===== config.mk =====
export PLATFORM = sky130hd
export DESIGN_NAME = dacpwr_regs
export DESIGN_NICKNAME = d
export VERILOG_FILES = /design/src/dacpwr_pkg.sv /design/src/dacpwr_regs.sv /design/src/dacpwr_gain_trim.sv
export VERILOG_INCLUDE_DIRS = /design/src
export SDC_FILE = /design/constraint.sdc
export NUM_CORES = 1
export LEC_CHECK = 0
export BUFFER_PORTS_ARGS = -buffer_cell sky130_fd_sc_hd__buf_2
export CORE_MARGIN = 5
export CORE_UTILIZATION = 50
export DETAILED_ROUTE_END_ITERATION = 7
export PLACE_DENSITY = 0.88
export SLEW_MARGIN = 30
export SYNTH_ARGS = -nofsm -noshare
export SYNTH_HDL_FRONTEND = slang
export SYNTH_SLANG_ARGS = --single-unit

===== constraint.sdc =====
create_clock -name clk_i -period 1.9 [get_ports clk_i]
set_input_delay 0.38 -clock clk_i [delete_from_list [all_inputs] [get_ports clk_i]]
set_output_delay 0.38 -clock clk_i [all_outputs]
set_load 0.02 [all_outputs]

===== src/dacpwr_params.svh =====
// Register offsets, field positions and reset values of the DAC power bank
`ifndef DACPWR_PARAMS_SVH
`define DACPWR_PARAMS_SVH

`define DACPWR_OFF_TRIM 8'h0B
`define DACPWR_OFF_LOWPWR 8'h0D
`define DACPWR_OFF_LOAD 8'h10
`define DACPWR_OFF_SNAP_S 8'h12
`define DACPWR_OFF_SNAP_Y 8'h13
`define DACPWR_OFF_SNAP_C 8'h14
`define DACPWR_OFF_SYNC 8'h16
`define DACPWR_OFF_SWRST 8'h17

`define DACPWR_RST_TRIM 8'h00
`define DACPWR_RST_LOWPWR 3'h0
`define DACPWR_RST_AUTOPD 1'b0

`define DACPWR_LOWPWR_MSB 2
`define DACPWR_AUTOPD_BIT 4
`define DACPWR_SWRST_BIT 1

`define DACPWR_TRIM_MAX_POS 8'sh40
`define DACPWR_TRIM_MAX_NEG 8'shC0

`endif


===== src/dacpwr_pkg.sv =====
// Types shared by the DAC power and readback register bank
package dacpwr_pkg;
    typedef struct packed {
        logic wr;
        logic rd;
        logic [7:0] addr;
        logic [7:0] wdata;
    } dacpwr_req_s;

    typedef struct packed {
        logic [7:0] s;
        logic [7:0] y;
        logic [7:0] c;
    } dacpwr_pix_s;

    typedef struct packed {
        logic field_lock_or_serial_out_pin;
        logic sec_hsync;
        logic sec_vsync;
        logic pix_hsync;
        logic pix_vsync;
        logic pix_blank;
    } dacpwr_sync_s;

    typedef enum logic [1:0] {
        DACPWR_RUN = 2'b01,
        DACPWR_SWRST = 2'b10
    } dacpwr_state_e;
endpackage : dacpwr_pkg


===== src/dacpwr_regs.sv =====
// DAC power, load detect, input readback and soft reset register bank
// How it works
// - Trim code with top bits set scales DAC output down, 0xC0 most.
// - Power control bit 0 puts DAC 1 in low power; resets zero.
// - Power control bit 1 puts DAC 2 in low power.
// - Bit 2 puts DAC 3 in low power; upper bits reserved zero.
// - Read-only register returns live secondary pixel bus; writes ignored.
// - Read-only register returns live luma pixel bus.
// - Read-only register returns live chroma pixel bus.
// - Writing one to reset bit 1 returns trim, low power and auto power-down to reset values.
// - Soft reset bit clears itself; later reads return zero.
`timescale 1ns/1ps
`include "dacpwr_params.svh"

module dacpwr_regs
    import dacpwr_pkg::*;
(
    input wire logic clk_i,
    input wire logic resetn_i,
    input wire dacpwr_req_s req_i,
    output logic [7:0] rdata_o,
    output logic rvalid_o,
    input wire dacpwr_pix_s pix_i,
    input wire dacpwr_sync_s sync_i,
    input wire logic [1:0] load_absent_i,
    output logic [2:0] dac_low_power_o,
    output logic [1:0] dac_auto_down_o,
    output logic signed [7:0] trim_step_o,
    output logic trim_negative_o,
    output logic soft_reset_o
);
    function automatic logic hit(input logic [7:0] a, input logic [7:0] off);
        hit = (a == off);
    endfunction : hit

    logic rst_meta;
    logic rst_sync;
    logic rst_n;
    dacpwr_state_e state;
    dacpwr_state_e next_state;
    logic [7:0] trim;
    logic [2:0] low_power;
    logic auto_pd;
    logic [7:0] next_rdata;
    logic wr_trim;
    logic wr_lowpwr;
    logic wr_load;
    logic wr_swrst;
    logic soft_pend;
    logic [7:0] load_word;
    logic [7:0] sync_word;

    // Power-on reset release through two flops
    always_ff @(posedge clk_i or negedge resetn_i) begin
        if (!resetn_i) begin
            rst_meta <= 1'b0;
            rst_sync <= 1'b0;
        end else begin
            rst_meta <= 1'b1;
            rst_sync <= rst_meta;
        end
    end
    assign rst_n = rst_sync;

    assign wr_trim = req_i.wr && hit(req_i.addr, `DACPWR_OFF_TRIM);
    assign wr_lowpwr = req_i.wr && hit(req_i.addr, `DACPWR_OFF_LOWPWR);
    assign wr_load = req_i.wr && hit(req_i.addr, `DACPWR_OFF_LOAD);
    assign wr_swrst = req_i.wr && hit(req_i.addr, `DACPWR_OFF_SWRST)
                      && req_i.wdata[`DACPWR_SWRST_BIT];

    // Soft reset sequencer: one cycle of reset, then back to run
    assign soft_pend = (state == DACPWR_SWRST);
    always_comb begin
        case (state)
            DACPWR_RUN: next_state = wr_swrst ? DACPWR_SWRST : DACPWR_RUN;
            DACPWR_SWRST: next_state = DACPWR_RUN;
            default: next_state = DACPWR_RUN;
        endcase
    end

    always_ff @(posedge clk_i or negedge rst_n) begin
        if (!rst_n) begin
            state <= DACPWR_RUN;
        end else begin
            state <= next_state;
        end
    end
    assign soft_reset_o = soft_pend;

    // Writable fields; soft reset returns them to reset values
    always_ff @(posedge clk_i or negedge rst_n) begin
        if (!rst_n) begin
            trim <= `DACPWR_RST_TRIM;
            low_power <= `DACPWR_RST_LOWPWR;
            auto_pd <= `DACPWR_RST_AUTOPD;
        end else if (soft_pend) begin
            trim <= `DACPWR_RST_TRIM;
            low_power <= `DACPWR_RST_LOWPWR;
            auto_pd <= `DACPWR_RST_AUTOPD;
        end else begin
            if (wr_trim) begin
                trim <= req_i.wdata;
            end
            if (wr_lowpwr) begin
                // Reserved upper bits are not stored
                low_power <= req_i.wdata[`DACPWR_LOWPWR_MSB:0];
            end
            if (wr_load) begin
                auto_pd <= req_i.wdata[`DACPWR_AUTOPD_BIT];
            end
        end
    end

    assign dac_low_power_o = low_power;

    genvar g;
    generate
        for (g = 0; g < 2; g = g + 1) begin : g_auto
            assign dac_auto_down_o[g] =
                auto_pd && load_absent_i[g];
        end
    endgenerate

    assign load_word = {3'h0, auto_pd, 2'h0, load_absent_i};
    assign sync_word = {2'h0, sync_i};

    always_comb begin
        next_rdata = 8'h00;
        case (req_i.addr)
            `DACPWR_OFF_TRIM: next_rdata = trim;
            `DACPWR_OFF_LOWPWR: next_rdata = {5'h00, low_power};
            `DACPWR_OFF_LOAD: next_rdata = load_word;
            `DACPWR_OFF_SNAP_S: next_rdata = pix_i.s;
            `DACPWR_OFF_SNAP_Y: next_rdata = pix_i.y;
            `DACPWR_OFF_SNAP_C: next_rdata = pix_i.c;
            `DACPWR_OFF_SYNC: next_rdata = sync_word;
            `DACPWR_OFF_SWRST: begin
                next_rdata = {6'h00, soft_pend, 1'b0};
            end
            default: next_rdata = 8'h00;
        endcase
    end

    always_ff @(posedge clk_i or negedge rst_n) begin
        if (!rst_n) begin
            rdata_o <= 8'h00;
            rvalid_o <= 1'b0;
        end else begin
            rdata_o <= req_i.rd ? next_rdata : 8'h00;
            rvalid_o <= req_i.rd;
        end
    end

    dacpwr_gain_trim u_trim (
        .clk_i(clk_i),
        .rst_n_i(rst_n),
        .code_i(trim),
        .step_o(trim_step_o),
        .negative_o(trim_negative_o)
    );

    AST_LOWPWR_DAC1: assert property (
        @(posedge clk_i) disable iff (!rst_n)
        wr_lowpwr && !soft_pend
        |=> dac_low_power_o[0] == $past(req_i.wdata[0]))
        else $error("DAC 1 low power bit not taken");
    AST_LOWPWR_DAC2: assert property (
        @(posedge clk_i) disable iff (!rst_n)
        wr_lowpwr && !soft_pend
        |=> dac_low_power_o[1] == $past(req_i.wdata[1]))
        else $error("DAC 2 low power bit not taken");
    AST_LOWPWR_DAC3: assert property (
        @(posedge clk_i) disable iff (!rst_n)
        wr_lowpwr && !soft_pend
        |=> dac_low_power_o[2] == $past(req_i.wdata[2]))
        else $error("DAC 3 low power bit not taken");
    AST_LOWPWR_RSVD: assert property (
        @(posedge clk_i) disable iff (!rst_n)
        req_i.rd && req_i.addr == `DACPWR_OFF_LOWPWR
        |=> rdata_o[7:3] == 5'h00 && rdata_o[2:0] == $past(dac_low_power_o))
        else $error("Low power readback wrong");
    AST_SNAP_S: assert property (
        @(posedge clk_i) disable iff (!rst_n)
        req_i.rd && req_i.addr == `DACPWR_OFF_SNAP_S
        |=> rdata_o == $past(pix_i.s))
        else $error("Secondary bus snapshot wrong");
    AST_SNAP_Y: assert property (
        @(posedge clk_i) disable iff (!rst_n)
        req_i.rd && req_i.addr == `DACPWR_OFF_SNAP_Y
        |=> rdata_o == $past(pix_i.y) && rvalid_o)
        else $error("Luma bus snapshot wrong");
    AST_SNAP_C: assert property (
        @(posedge clk_i) disable iff (!rst_n)
        req_i.rd && req_i.addr == `DACPWR_OFF_SNAP_C
        |=> rdata_o == $past(pix_i.c))
        else $error("Chroma bus snapshot wrong");
    AST_SWRST_CLEARS: assert property (
        @(posedge clk_i) disable iff (!rst_n)
        wr_swrst && state == DACPWR_RUN
        |=> soft_reset_o
        ##1 dac_low_power_o == 3'h0 && !auto_pd && trim == 8'h00)
        else $error("Soft reset did not clear registers");
    AST_SWRST_SELFCLR: assert property (
        @(posedge clk_i) disable iff (!rst_n)
        soft_reset_o
        |=> !soft_reset_o)
        else $error("Soft reset bit did not clear itself");
    AST_SWRST_READ: assert property (
        @(posedge clk_i) disable iff (!rst_n)
        req_i.rd && req_i.addr == `DACPWR_OFF_SWRST && !soft_reset_o
        |=> rdata_o == 8'h00)
        else $error("Soft reset register not read as zero");
    AST_AUTO_DOWN: assert property (
        @(posedge clk_i) disable iff (!rst_n)
        dac_auto_down_o == (load_absent_i & {2{auto_pd}}))
        else $error("Auto power-down mismatch");
    AST_LOAD_READ: assert property (
        @(posedge clk_i) disable iff (!rst_n)
        req_i.rd && req_i.addr == `DACPWR_OFF_LOAD
        |=> rdata_o[1:0] == $past(load_absent_i) && rdata_o[3:2] == 2'h0)
        else $error("Load status readback wrong");
    AST_SYNC_READ: assert property (
        @(posedge clk_i) disable iff (!rst_n)
        req_i.rd && req_i.addr == `DACPWR_OFF_SYNC
        |=> rdata_o == {2'h0, $past(sync_i)})
        else $error("Control pin readback wrong");

    COV_SWRST: cover property (@(posedge clk_i) disable iff (!rst_n)
        wr_swrst ##1 soft_reset_o);
    COV_AUTO: cover property (@(posedge clk_i) disable iff (!rst_n)
        auto_pd && load_absent_i != 2'h0);
    COV_NEG_TRIM: cover property (@(posedge clk_i) disable iff (!rst_n)
        trim_negative_o);
    COV_WR_RD: cover property (@(posedge clk_i) disable iff (!rst_n)
        wr_lowpwr && req_i.rd);
endmodule : dacpwr_regs


===== src/dacpwr_gain_trim.sv =====
// Output level trim code to signed gain step decoder
`timescale 1ns/1ps
`include "dacpwr_params.svh"

module dacpwr_gain_trim
    import dacpwr_pkg::*;
(
    input wire logic clk_i,
    input wire logic rst_n_i,
    input wire logic [7:0] code_i,
    output logic signed [7:0] step_o,
    output logic negative_o
);
    // Code is two's complement; one step is 1/64 of 7.5 percent
    logic signed [7:0] code_s;
    logic signed [7:0] next_step;

    assign code_s = $signed(code_i);
    // Out-of-table codes clamp to the ends
    assign next_step = (code_s > `DACPWR_TRIM_MAX_POS) ? `DACPWR_TRIM_MAX_POS :
                       (code_s < `DACPWR_TRIM_MAX_NEG) ? `DACPWR_TRIM_MAX_NEG :
                       code_s;

    always_ff @(posedge clk_i or negedge rst_n_i) begin
        if (!rst_n_i) begin
            step_o <= 8'sh00;
            negative_o <= 1'b0;
        end else begin
            step_o <= next_step;
            negative_o <= next_step[7];
        end
    end

    AST_NEG_TOP: assert property (
        @(posedge clk_i) disable iff (!rst_n_i)
        code_i == 8'hC0
        |=> step_o == -8'sd64 && negative_o)
        else $error("Code C0 not most negative step");
    AST_NEG_LSB: assert property (
        @(posedge clk_i) disable iff (!rst_n_i)
        code_i == 8'hFF
        |=> step_o == -8'sd1 && negative_o)
        else $error("All-ones code not smallest negative step");
endmodule : dacpwr_gain_trim


==> results.py <==
metrics = {
    "finish": {
        "n_fill_cell": 295,
        "drive_above_1_share": 0.398,
        "fin_nets": 297,
        "antenna_cells": 0,
        "area_growth_pct": 31.1,
    },
    "clocking": {
        "cts_sinks": 33,
        "clk_path_buf_depth": 2,
        "numCtsBuffers": 5,
        "cts_tree": "done",
        "cts-root-buf": "clkbuf_4",
        "clk_pin_slew_ns": 0.10,
        "post_cts_buffers": 0,
        "insertion_delay_ns": 0.33,
        "cts_repair_resize_count": 0,
        "cts_max_level": 2,
    },
    "setup_path": {
        "critPathKind": "reg2out",
        "cp.arrival_ns": 1.21,
        "path_delay_family": "flip-flops",
        "crit_slowest_cell": "dfrtp_1",
        "crit_path_end_kind": "output port",
        "cp_cell_sequence": "nor2b_1 > buf_2",
        "path_max_fanout": 3,
        "startpoint_type": "flop",
        "cp_data_required_time_ns": 1.52,
        "slowest_delay_ns": 0.35,
        "critPathBufInv": 1,
    },
    "synthesis": {
        "synth.top_cell.area_share": 0.475,
        "synth_largest_area_cell": "dfrtp_1",
        "syn-cell-area_sq_mm": 0.00169,
        "yosysUniqueCellTypes": 37,
        "yosys-top-cells-area": "dfrtp_1, mux2i_1, nor2_1",
        "synth_edf_count": 0,
        "syn-num-nets": 216,
        "seq_area_frac_synth": 0.490,
        "synth.avg_cell_area_sq_um": 10.3,
        "synth-seq-cells": 33,
        "synth_warnings": 0,
        "ys_async_sr_fraction": 1.00,
        "synth-main-ff-cell": "dfrtp_1",
        "synthCells": 164,
    },
    "timing": {
        "rsz0062_at_grt": "no",
        "min_period_ns": 1.59,
        "tightestPinTransition_ns": 0.530,
        "setup_tns_ns": 0,
        "hold_slack_ns": 0.163,
        "setup_viol": 0,
        "min_period_over_period": 0.835,
        "fin_skew_ns": 0.00627,
        "max_freq_ghz": 0.630,
        "maxSlewHeadroom": 0.647,
        "slew_violations": 0,
        "finalHoldViolCount": 0,
    },
    "floorplan": {
        "die_h_um": 68.1,
        "num_rows": 21,
        "dieArea_sq_mm": 0.00463,
        "initial_core_util": 0.509,
        "io_pins": 76,
        "core_sq_mm": 0.00331,
        "die_w_um": 68.1,
    },
    "drt": {
        "via_per_inst": 5.43,
        "wl_per_cell_um": 15.6,
        "drt_iter0_drc": 105,
        "routed_wl_um": 4540,
        "antenna_left": 0,
        "vias": 1586,
        "drc": 0,
        "dr.pass1.iters": 4,
    },
    "placement": {
        "io_buffers": 75,
        "gp_congestion": 0.920,
        "dp_hpwl_um": 3570,
    },
    "grt": {
        "grt_usage": 0.216,
        "grt_overflow": 0,
        "grt_pass1_wl_um": 7310,
        "antenna_found_initial": 0,
        "grt_pass1_vias": 1514,
        "grt_max_degree": 22,
    },
    "power_and_ir_drop": {
        "ir_worst_vdd_mv": 0.359,
        "power_density_mw_per_mm2": 616,
        "p_leak_nw": 1.13,
    },
    "run_status": {
        "run_status": "finished, final reports clean",
    },
    "flow_run": {
        "drv_cap": 0,
    },
    "hold_path": {
        "hp-class": "in2reg",
    },
}
[final timing paths]
path,startpoint,end,slack (ns),cells past startpoint
max,state[1],soft_reset_o,0.31,2
min in group asynchronous,rst_n,dac_low_power_o[1],0.22,0
min reg2reg,rst_n,dac_low_power_o[1],0.22,0
min,req_i[16],rvalid_o,0.16,1
max in group asynchronous,rst_n,u_trim.step_o[4],1.03,1
max reg2reg,state[1],rdata_o[1],0.75,4
[cell families after synthesis]
group,after synthesis,synth area share
flip-flops,33,0.490
buffers and inverters,20,0.0490
XOR/XNOR,2,0.0104
AND/OR/NAND/NOR,60,0.203
multiplexers,24,0.145
AO/OA/AOI/OAI,24,0.100
other,1,0.00222
[through the flow]
stage / instances / worst slack, ns / cell area (sq um) / power [mW] / utilization
6_report: 292 / 0.313 / 2210 / 1.36 / 0.668
4_1_cts: 292 / 0.282 / 2210 / 1.38 / 0.668
3_3_place_gp: 283 / 0.113 / 2140 / 0.965 / 0.647
3_5_place_dp: 283 / 0.0760 / 2140 / 0.969 / 0.647
2_1_floorplan: 164 / 0.0813 / 1690 / 0.867 / -
5_1_grt: 292 / 0.207 / 2210 / 1.44 / 0.668
[cell usage in the layout (no fill, tap or decap), types with 3 or more instances in the layout]
cell       n
clkbuf_4   5
and2_1     8
nand2_1    4
o21ai_0    5
buf_2     75
buf_4     10
nor2b_1    4
nor2_1    16
dfrtp_1   32
nor3_1     4
o32ai_1    3
a21oi_1    3
nor4_1     3
nand3_1    8
mux2i_1   20
mux2_2     4
inv_1      8
a32oi_1    5
[synthesized netlist by cell type (all sizes together) (2+ instances only)]
| cell | n |
|---|---|
| nand4 | 2 |
| nor3 | 4 |
| a21oi | 3 |
| a31oi | 2 |
| nor2 | 16 |
| o32ai | 3 |
| nand2 | 4 |
| mux2 | 4 |
| inv | 8 |
| a22oi | 2 |
| o21ai | 5 |
| buf | 4 |
| nor4 | 4 |
| o22ai | 2 |
| and2 | 8 |
| a32oi | 5 |
| nand3b | 2 |
| nand3 | 8 |
| mux2i | 20 |
| dfrtp | 32 |
| nor2b | 4 |
| xnor2 | 2 |
| clkbuf | 8 |
[power breakdown]
part / internal, mW / switching, mW
clock network: 0.182 / 0.222
registers: 0.726 / 0.0198
logic: 0.0965 / 0.115
[flip-flops by register name, indices dropped and copies added, names as in the netlist]
name	cells
rvalid_o	1
trim	8
rst_n	1
dac_low_power_o	3
rst_meta	1
u_trim.negative_o	1
u_trim.step_o	7
rdata_o	8
state	2
auto_pd	1
[area by class of cell]
| class | instances | area (sq um) | area share |
|---|---|---|---|
| Sequential cell | 33 | 827 | 0.374 |
| Inverter | 8 | 30.0 | 0.0136 |
| Clock buffer | 8 | 58.8 | 0.0266 |
| Timing Repair Buffer | 86 | 460 | 0.208 |
| Tap cell | 46 | 57.6 | 0.0260 |
| Multi-Input combinational cell | 111 | 777 | 0.351 |
[metal layers]
| metal | part of all wire | global-route usage | routed length (um) |
|---|---|---|---|
| met1 | 0.40 | 0.287 | 1800 |
| met2 | 0.49 | 0.329 | 2210 |
| met3 | 0.098 | 0.0591 | 444 |
| met4 | 0.019 | 0.0918 | 88 |
| met5 | 0 | 0 | 0 |
[timing repair]
action                     CTS  global route
setup endpoints to repair    0             0
hold endpoints to repair     2             0
hold buffers                 1             0
Power figures use the tool's default switching activity.
